===== config.mk =====
export PLATFORM = sky130hd
export DESIGN_NAME = host_port_dsp_side
export DESIGN_NICKNAME = d
export VERILOG_FILES = /design/src/rtl/host_port_pkg.sv /design/src/rtl/handoff_gate.sv /design/src/rtl/host_port_dsp_side.sv /design/src/rtl/level_sync.sv
export SDC_FILE = /design/constraint.sdc
export NUM_CORES = 1
export LEC_CHECK = 0
export BUFFER_PORTS_ARGS = -buffer_cell sky130_fd_sc_hd__buf_2
export CAP_MARGIN = 10
export CORE_MARGIN = 3
export CORE_UTILIZATION = 24
export CTS_BUF_LIST = sky130_fd_sc_hd__clkbuf_4 sky130_fd_sc_hd__clkbuf_8 sky130_fd_sc_hd__clkbuf_16
export DETAILED_ROUTE_END_ITERATION = 6
export PLACE_DENSITY_LB_ADDON = 0.25
export SLEW_MARGIN = 20
export SYNTH_ARGS = -nofsm -noshare
export SYNTH_HDL_FRONTEND = slang
export SYNTH_SLANG_ARGS = --single-unit
export TNS_END_PERCENT = 1

===== constraint.sdc =====
create_clock -name clk -period 2.71 [get_ports clk]
set_input_delay 0.271 -clock clk [delete_from_list [all_inputs] [get_ports clk]]
set_output_delay 0.271 -clock clk [all_outputs]
set_load 0.01 [all_outputs]

===== src/rtl/host_port_pkg.sv =====
// Shared constants and carrier types for the DSP-side host port control and status block.
// Assumes a 24-bit DSP peripheral word bus and a 100 MHz core clock.
package host_port_pkg;
    localparam int DATA_W = 24;
    localparam int ADDR_W = 2;
    localparam int REG_W = 8;
    localparam int PIN_COUNT = 15;
    localparam int VECTOR_W = 6;
    localparam logic [ADDR_W-1:0] OFS_CONTROL = 2'h0;
    localparam logic [ADDR_W-1:0] OFS_STATUS = 2'h1;
    localparam logic [ADDR_W-1:0] OFS_DATA = 2'h2;
    localparam int CTL_RX_IE = 0;
    localparam int CTL_TX_IE = 1;
    localparam int CTL_CMD_IE = 2;
    localparam int CTL_FLAG_A = 3;
    localparam int CTL_FLAG_B = 4;
    localparam logic [REG_W-1:0] CTL_WRITABLE = 8'h1F;
    localparam logic [REG_W-1:0] CTL_RESET = 8'h00;
    localparam int STS_RX_FULL = 0;
    localparam int STS_TX_EMPTY = 1;
    localparam int STS_CMD_PENDING = 2;
    localparam int STS_FLAG_A = 3;
    localparam int STS_FLAG_B = 4;
    localparam int STS_DMA = 7;
    localparam logic TX_EMPTY_RESET = 1'h1;
    localparam logic RX_FULL_RESET = 1'h0;
    localparam int SYNC_W = 5;

    typedef struct packed {
        logic dma_mode_b;
        logic dma_mode_a;
        logic host_command_request;
        logic host_to_dsp_flag_b;
        logic host_to_dsp_flag_a;
    } host_levels_t;

    typedef struct packed {
        logic [ADDR_W-1:0] addr;
        logic rd;
        logic wr;
        logic [DATA_W-1:0] wdata;
    } dsp_bus_req_t;
endpackage : host_port_pkg


===== src/rtl/handoff_gate.sv =====
// Fires one word transfer and then locks until the far side's ready level drops.
// Assumes the ready level is already synchronised and lags the transfer it reports.
`timescale 1ns/10ps
module handoff_gate (
    input wire logic clk,
    input wire logic ce,
    input wire logic clr,
    input wire logic ready,
    input wire logic local_ok,
    output logic go
);
    logic locked;

    assign go = ce && ready && local_ok && !locked;

    always_ff @(posedge clk) begin
        if (clr) begin
            locked <= 1'b0;
        end else if (ce) begin
            if (go) begin
                locked <= 1'b1;
            end else if (!ready) begin
                locked <= 1'b0;
            end
        end
    end
endmodule : handoff_gate


===== src/rtl/host_port_dsp_side.sv =====
// DSP-side control, status and data word of the byte-wide host parallel port.
// Assumes host-side levels arrive from another clock domain and host-side pulses are synchronous to clk.
// Functional notes
// - Control register is 8-bit read/write on low data byte, upper bits zero.
// - Hardware and software reset clear control; host cannot reach it.
// - Control bits 5 to 7 read zero; software writes zeros there.
// - Bit 0 with receive-full raises receive interrupt request; clear suppresses it.
// - Bit 1 with transmit-empty raises transmit interrupt request.
// - Bit 2 with command pending raises vectored interrupt using host vector number.
// - Bit 3 is DSP flag mirrored to host status, cleared by hardware/software reset.
// - Bit 4 is second DSP flag mirrored to host, cleared likewise.
// - General-purpose flags never cause interrupts; they are polled.
// - Status register is 8-bit read-only on low byte, upper bits zero.
// - Receive-full sets on host word load, clears on DSP data read.
// - Receive-full also clears on host initialize and all four resets.
// - Transmit-empty sets on word move to host, clears on DSP data write.
// - Transmit-empty also sets on host initialize and all four resets.
// - Command pending follows host command request; all four resets clear it.
// - Taking command exception clears request and pending; host may clear too.
// - Status bit 3 shows host flag a, cleared by all resets.
// - Status bit 4 shows host flag b, cleared by all resets.
// - Status bits 5 and 6 always read zero.
// - Hardware and software reset disable port, all shared pins become inputs.
// - DSP side occupies three 24-bit words: control, status, data.
// - Status bit 7 shows host DMA mode enabled; all resets clear it.
// - Each host-driven status bit is synchronised individually before reading.
`timescale 1ns/10ps
module host_port_dsp_side (
    input wire logic clk,
    input wire logic srst,
    input wire logic ce,
    input wire logic sw_reset,
    input wire logic individual_reset,
    input wire logic stop_reset,
    input wire host_port_pkg::dsp_bus_req_t bus_req,
    output logic [host_port_pkg::DATA_W-1:0] bus_rdata,
    input wire host_port_pkg::host_levels_t host_levels,
    input wire logic host_tx_bytes_full,
    input wire logic [host_port_pkg::DATA_W-1:0] host_tx_bytes,
    input wire logic host_rx_bytes_full,
    input wire logic host_init,
    input wire logic [host_port_pkg::VECTOR_W-1:0] command_vector_number,
    output logic host_tx_taken,
    output logic host_rx_load,
    output logic [host_port_pkg::DATA_W-1:0] host_rx_bytes,
    output logic dsp_to_host_flag_a,
    output logic dsp_to_host_flag_b,
    output logic rx_irq_req,
    output logic tx_irq_req,
    output logic cmd_irq_req,
    output logic [host_port_pkg::VECTOR_W-1:0] cmd_irq_vector,
    input wire logic cmd_irq_ack,
    output logic host_command_clear,
    input wire logic host_mode_select,
    input wire logic [host_port_pkg::PIN_COUNT-1:0] host_pin_drive,
    output logic host_port_active,
    output logic [host_port_pkg::PIN_COUNT-1:0] pin_oe
);
    logic ctrl_reset;
    logic any_reset;
    logic [host_port_pkg::REG_W-1:0] host_port_control;
    logic [host_port_pkg::REG_W-1:0] host_port_status;
    host_port_pkg::host_levels_t levels_s;
    logic rx_word_full;
    logic tx_word_empty;
    logic [host_port_pkg::DATA_W-1:0] dsp_rx_word_reg;
    logic [host_port_pkg::DATA_W-1:0] dsp_tx_word_reg;
    logic rx_go;
    logic tx_go;
    logic cmd_lock;
    logic command_pending;
    logic host_tx_full_s;
    logic host_rx_full_s;
    logic rd_data;
    logic wr_data;
    logic wr_ctrl;

    assign ctrl_reset = srst || sw_reset;
    assign any_reset = ctrl_reset || individual_reset || stop_reset;
    assign rd_data = ce && bus_req.rd && bus_req.addr == host_port_pkg::OFS_DATA;
    assign wr_data = ce && bus_req.wr && bus_req.addr == host_port_pkg::OFS_DATA;
    assign wr_ctrl = ce && bus_req.wr && bus_req.addr == host_port_pkg::OFS_CONTROL;

    // Host-side levels each pass through their own two-stage chain.
    level_sync #(.WIDTH(host_port_pkg::SYNC_W)) u_level_sync (
        .clk(clk),
        .ce(ce),
        .clr(any_reset),
        .async_in(host_levels),
        .sync_out(levels_s)
    );

    level_sync #(.WIDTH(2)) u_buf_sync (
        .clk(clk),
        .ce(ce),
        .clr(any_reset),
        .async_in({host_rx_bytes_full, host_tx_bytes_full}),
        .sync_out({host_rx_full_s, host_tx_full_s})
    );

    handoff_gate u_rx_gate (
        .clk(clk),
        .ce(ce),
        .clr(any_reset),
        .ready(host_tx_full_s),
        .local_ok(!rx_word_full),
        .go(rx_go)
    );

    handoff_gate u_tx_gate (
        .clk(clk),
        .ce(ce),
        .clr(any_reset),
        .ready(!host_rx_full_s),
        .local_ok(!tx_word_empty && !wr_data),
        .go(tx_go)
    );

    // Control register: only the five defined bits are stored.
    always_ff @(posedge clk) begin
        if (ctrl_reset) begin
            host_port_control <= host_port_pkg::CTL_RESET;
        end else if (wr_ctrl) begin
            host_port_control <= bus_req.wdata[host_port_pkg::REG_W-1:0] & host_port_pkg::CTL_WRITABLE;
        end
    end

    assign dsp_to_host_flag_a = host_port_control[host_port_pkg::CTL_FLAG_A];
    assign dsp_to_host_flag_b = host_port_control[host_port_pkg::CTL_FLAG_B];

    // Receive word and its full flag; a host load wins over a same-cycle clear.
    always_ff @(posedge clk) begin
        if (any_reset) begin
            rx_word_full <= host_port_pkg::RX_FULL_RESET;
        end else if (rx_go) begin
            rx_word_full <= 1'b1;
        end else if (ce && (rd_data || host_init)) begin
            rx_word_full <= 1'b0;
        end
    end

    always_ff @(posedge clk) begin
        if (rx_go) begin
            dsp_rx_word_reg <= host_tx_bytes;
        end
    end

    // Transmit word and its empty flag.
    always_ff @(posedge clk) begin
        if (any_reset) begin
            tx_word_empty <= host_port_pkg::TX_EMPTY_RESET;
        end else if (tx_go || (ce && host_init)) begin
            tx_word_empty <= 1'b1;
        end else if (wr_data) begin
            tx_word_empty <= 1'b0;
        end
    end

    always_ff @(posedge clk) begin
        if (wr_data) begin
            dsp_tx_word_reg <= bus_req.wdata;
        end
    end

    always_ff @(posedge clk) begin
        if (srst) begin
            host_rx_bytes <= '0;
        end else if (tx_go) begin
            host_rx_bytes <= dsp_tx_word_reg;
        end
    end

    always_ff @(posedge clk) begin
        if (any_reset) begin
            host_tx_taken <= 1'b0;
            host_rx_load <= 1'b0;
        end else if (ce) begin
            host_tx_taken <= rx_go;
            host_rx_load <= tx_go;
        end
    end

    // Command pending follows the request until the exception is taken.
    assign command_pending = levels_s.host_command_request && !cmd_lock;

    always_ff @(posedge clk) begin
        if (any_reset) begin
            cmd_lock <= 1'b0;
            host_command_clear <= 1'b0;
        end else if (ce) begin
            host_command_clear <= cmd_irq_ack && command_pending;
            if (cmd_irq_ack && command_pending) begin
                cmd_lock <= 1'b1;
            end else if (!levels_s.host_command_request) begin
                cmd_lock <= 1'b0;
            end
        end
    end

    always_ff @(posedge clk) begin
        if (srst) begin
            cmd_irq_vector <= '0;
        end else if (ce) begin
            cmd_irq_vector <= command_vector_number;
        end
    end

    // Only the three transfer sources raise requests; the flags never do.
    assign rx_irq_req = host_port_control[host_port_pkg::CTL_RX_IE] && rx_word_full;
    assign tx_irq_req = host_port_control[host_port_pkg::CTL_TX_IE] && tx_word_empty;
    assign cmd_irq_req = host_port_control[host_port_pkg::CTL_CMD_IE] && command_pending;

    always_comb begin
        host_port_status = '0;
        host_port_status[host_port_pkg::STS_RX_FULL] = rx_word_full;
        host_port_status[host_port_pkg::STS_TX_EMPTY] = tx_word_empty;
        host_port_status[host_port_pkg::STS_CMD_PENDING] = command_pending;
        host_port_status[host_port_pkg::STS_FLAG_A] = levels_s.host_to_dsp_flag_a;
        host_port_status[host_port_pkg::STS_FLAG_B] = levels_s.host_to_dsp_flag_b;
        host_port_status[host_port_pkg::STS_DMA] = levels_s.dma_mode_a || levels_s.dma_mode_b;
    end

    // Three-word read decode; the unused word reads zero.
    always_ff @(posedge clk) begin
        if (srst) begin
            bus_rdata <= '0;
        end else if (ce && bus_req.rd) begin
            unique case (bus_req.addr)
                host_port_pkg::OFS_CONTROL: begin
                    bus_rdata <= {{(host_port_pkg::DATA_W-host_port_pkg::REG_W){1'b0}}, host_port_control};
                end
                host_port_pkg::OFS_STATUS: begin
                    bus_rdata <= {{(host_port_pkg::DATA_W-host_port_pkg::REG_W){1'b0}}, host_port_status};
                end
                host_port_pkg::OFS_DATA: begin
                    bus_rdata <= dsp_rx_word_reg;
                end
                default: begin
                    bus_rdata <= '0;
                end
            endcase
        end
    end

    // Port ownership; hardware or software reset returns every shared pin to an input.
    always_ff @(posedge clk) begin
        if (ctrl_reset) begin
            host_port_active <= 1'b0;
        end else if (ce) begin
            host_port_active <= host_mode_select;
        end
    end

    assign pin_oe = host_port_active ? host_pin_drive : '0;
endmodule : host_port_dsp_side


===== src/rtl/level_sync.sv =====
// Two-flip-flop synchroniser, one chain per bit.
// Assumes each bit is an independent level from the host side of the port.
`timescale 1ns/10ps
module level_sync #(
    parameter int WIDTH = 5
) (
    input wire logic clk,
    input wire logic ce,
    input wire logic clr,
    input wire logic [WIDTH-1:0] async_in,
    output logic [WIDTH-1:0] sync_out
);
    logic [WIDTH-1:0] stage1;

    for (genvar i = 0; i < WIDTH; i++) begin : g_bit
        always_ff @(posedge clk) begin
            if (clr) begin
                stage1[i] <= 1'b0;
                sync_out[i] <= 1'b0;
            end else if (ce) begin
                stage1[i] <= async_in[i];
                sync_out[i] <= stage1[i];
            end
        end
    end
endmodule : level_sync


==> results.toml <==
[cts]
cts_tree = "done"
cts.path.max_buffers = 2
cts_buffers = 17
cts_root_buf = "clkbuf_16"
hold_buffers = 0
clock-sinks = 130
clk_pin_slew_ns = 0.06
clk_latency_ns = 0.42
htree_num_levels = 4
postCtsSetupBuffers = 0
cts_resized = 0

[synthesis]
syn_area_per_cell_um2 = 12.0
ys_ff_latch = 130
netlist_area_um2 = 4810
synthFlopType = "dfxtp_1"
synth_edf_count = 48
synthCells = 400
synth-async-reset-ratio = 0
synth_fp_nets = 489
synth.distinct_cells = 33
ys_seq_area_frac = 0.641
ys_warn_count = 0

[die]
rows = 51
die-width_um = 148
die-height_um = 148
start_util = 0.245
die-area_um2 = 21800
io_pins = 167
core_region_area_um2 = 19600

[sta]
finalSetupTns_ns = 0
period_share = 0.620
hold_violations = 0
setup_viol = 0
relSlewSlack = 0.443
timing.fmax_mhz = 595
drv_slew = 0
period_needed_ns = 1.68
rsz0062_at_grt = "no"
finClkSkew_ns = 0.00747
tightest_slew_ns = 0.836

[detailed_routing]
ant_nets = 0
dr_total_vias = 3644
wl_per_cell_um = 15.3
highest-signal-layer = "met4"
wirelength_mm = 12.9
drtPass1Iterations = 4
drc = 0
wl_met3_um = 997
wl_met2_mm = 6.24
drt_iter0_markers = 220
wl_met1_mm = 5.55
via_per_inst = 4.32

[min_path]
hp-class = "input pin to flip-flop"

[worst_setup_path]
path_class = "input pin to flip-flop"
endpoint_kind = "flip-flop"
rr_endpoint = "host_rx_bytes[6]"
startpoint = "ce"
timing.rr.start = "u_buf_sync.sync_out[1]"
r2r_slack_ns = 1.06
crit_required_ns = 2.97
crit_path_start_kind = "input pin"
crit_arrival_ns = 1.94
crit_end = "host_rx_bytes[6]"
worstPathMaxFanout = 31
r2r_cells = 3

[grt]
grt_first_pass_wirelength_mm = 20.1
antenna_found_initial = 0
grt_max_degree = 79
grt-ovfl-total = 0
grt_usage = 0.119
grt_pass1_vias = 3650

[finish]
multi_input_area_um2 = 1570
post-route-util = 0.334
register_area_um2 = 3080
num-nets-final = 654
mostFrequentLayoutCells = "166 x buf_2, 82 x dfxtp_1, 48 x edfxtp_1, 47 x nor2_1"
fillerInstances = 2033
final_common_cell = "buf_2"
drive_above_1_share = 0.372
syn2layout_area_growth_pct = 36.3
antenna_cells = 0

[placed_design]
place.detailed.hpwl_mm = 9.28
routabilityCongestion = 0.748
portBuffers = 166

[power]
leakage_uw = 0.00272
ir_drop_v = 0.000521
pwr_density_cell_nw_per_um2 = 732

[status]
status = "complete, no violations"

[run]
cap_viol_max_count = 0
==> cell type report <==
class | count | area share
repair buffers | 175 | 0.137
clock inverters | 15 | 0.0353
clock buffers | 17 | 0.0649
well taps | 265 | 0.0506
flip-flops and latches | 130 | 0.470
multi-input cells | 237 | 0.239
inverters | 4 | 0.00229
==> critical path: stages <==
cell and delay [ns]:
buf_2 0.09, buf_4 0.39, nor4b_4 0.29, and2_1 0.65, o21ai_0 0.22
==> layer usage <==
| layer | track usage | vias to the layer above |
|---|---|---|
| met3 | 0.0451 | 12 |
| met1 | 0.148 | 1723 |
| li1 | - | 1771 |
| met5 | 0 | - |
| met4 | 0.0359 | 0 |
| met2 | 0.192 | 138 |
==> power by group <==
part | switching [uW] | leakage, uW | internal, uW
combinational | 109 | 0.00130 | 101
clock | 881 | 0.000314 | 1640
sequential | 11.7 | 0.00110 | 2050
total | 1000 | 0.00272 | 3790
==> cell families (layout without fill, tap and decap cells) <==
| group | count (synthesis) | after routing | share of synthesized area |
|---|---|---|---|
| AOI/OAI and AO/OA | 65 | 65 | 0.0854 |
| buffers and inverters | 33 | 211 | 0.0325 |
| DFF | 130 | 130 | 0.641 |
| muxes | 30 | 30 | 0.0635 |
| and+or+nand+nor | 142 | 142 | 0.177 |
==> stage by stage <==
step / worst slack (ns) / power (uW) / cells / instance area, um2 / hold slack, ns
after floorplan: 0.906 / 2210 / 400 / 4810 / 0.370
after global placement: 0.672 / 2310 / 811 / 5900 / 0.448
after detailed placement: 0.558 / 2320 / 811 / 5900 / 0.450
after CTS: 1.00 / 4860 / 843 / 6550 / 0.00672
after global routing: 0.792 / 4970 / 843 / 6550 / 0.0102
final: 1.03 / 4800 / 843 / 6550 / 0.0287
==> cells in the mapped netlist, types with 4 or more instances <==
| library cell | instances | area, um2 |
|---|---|---|
| inv_1 | 4 | 15.0 |
| mux2_2 | 4 | 45.0 |
| nand4b_1 | 25 | 219 |
| a211oi_1 | 5 | 37.5 |
| mux2i_1 | 26 | 260 |
| a222oi_1 | 4 | 40.0 |
| o21ai_0 | 26 | 130 |
| clkbuf_1 | 15 | 56.3 |
| dfxtp_1 | 82 | 1640 |
| edfxtp_1 | 48 | 1440 |
| a22oi_1 | 18 | 135 |
| nand2_1 | 14 | 52.6 |
| nor2_1 | 47 | 176 |
| a21oi_1 | 9 | 45.0 |
| buf_2 | 11 | 55.1 |
| and2_1 | 18 | 113 |
| nand2b_1 | 24 | 150 |
==> how the worst min path moves through the flow <==
| stage | to | depth (start not counted) | slack (ns) | startpoint |
|---|---|---|---|---|
| final | dsp_rx_word_reg[21] | 1 | 0.03 | host_tx_bytes[21] |
| after global routing | dsp_rx_word_reg[20] | 1 | 0.01 | host_tx_bytes[20] |
| after CTS | dsp_rx_word_reg[8] | 1 | 0.007 | host_tx_bytes[8] |
| after detailed placement | dsp_rx_word_reg[20] | 1 | 0.45 | host_tx_bytes[20] |
| after global placement | dsp_rx_word_reg[19] | 1 | 0.45 | host_tx_bytes[19] |
| after floorplan | dsp_rx_word_reg[0] | 0 | 0.37 | host_tx_bytes[0] |
Note: power is estimated with default switching activity, not from simulation.
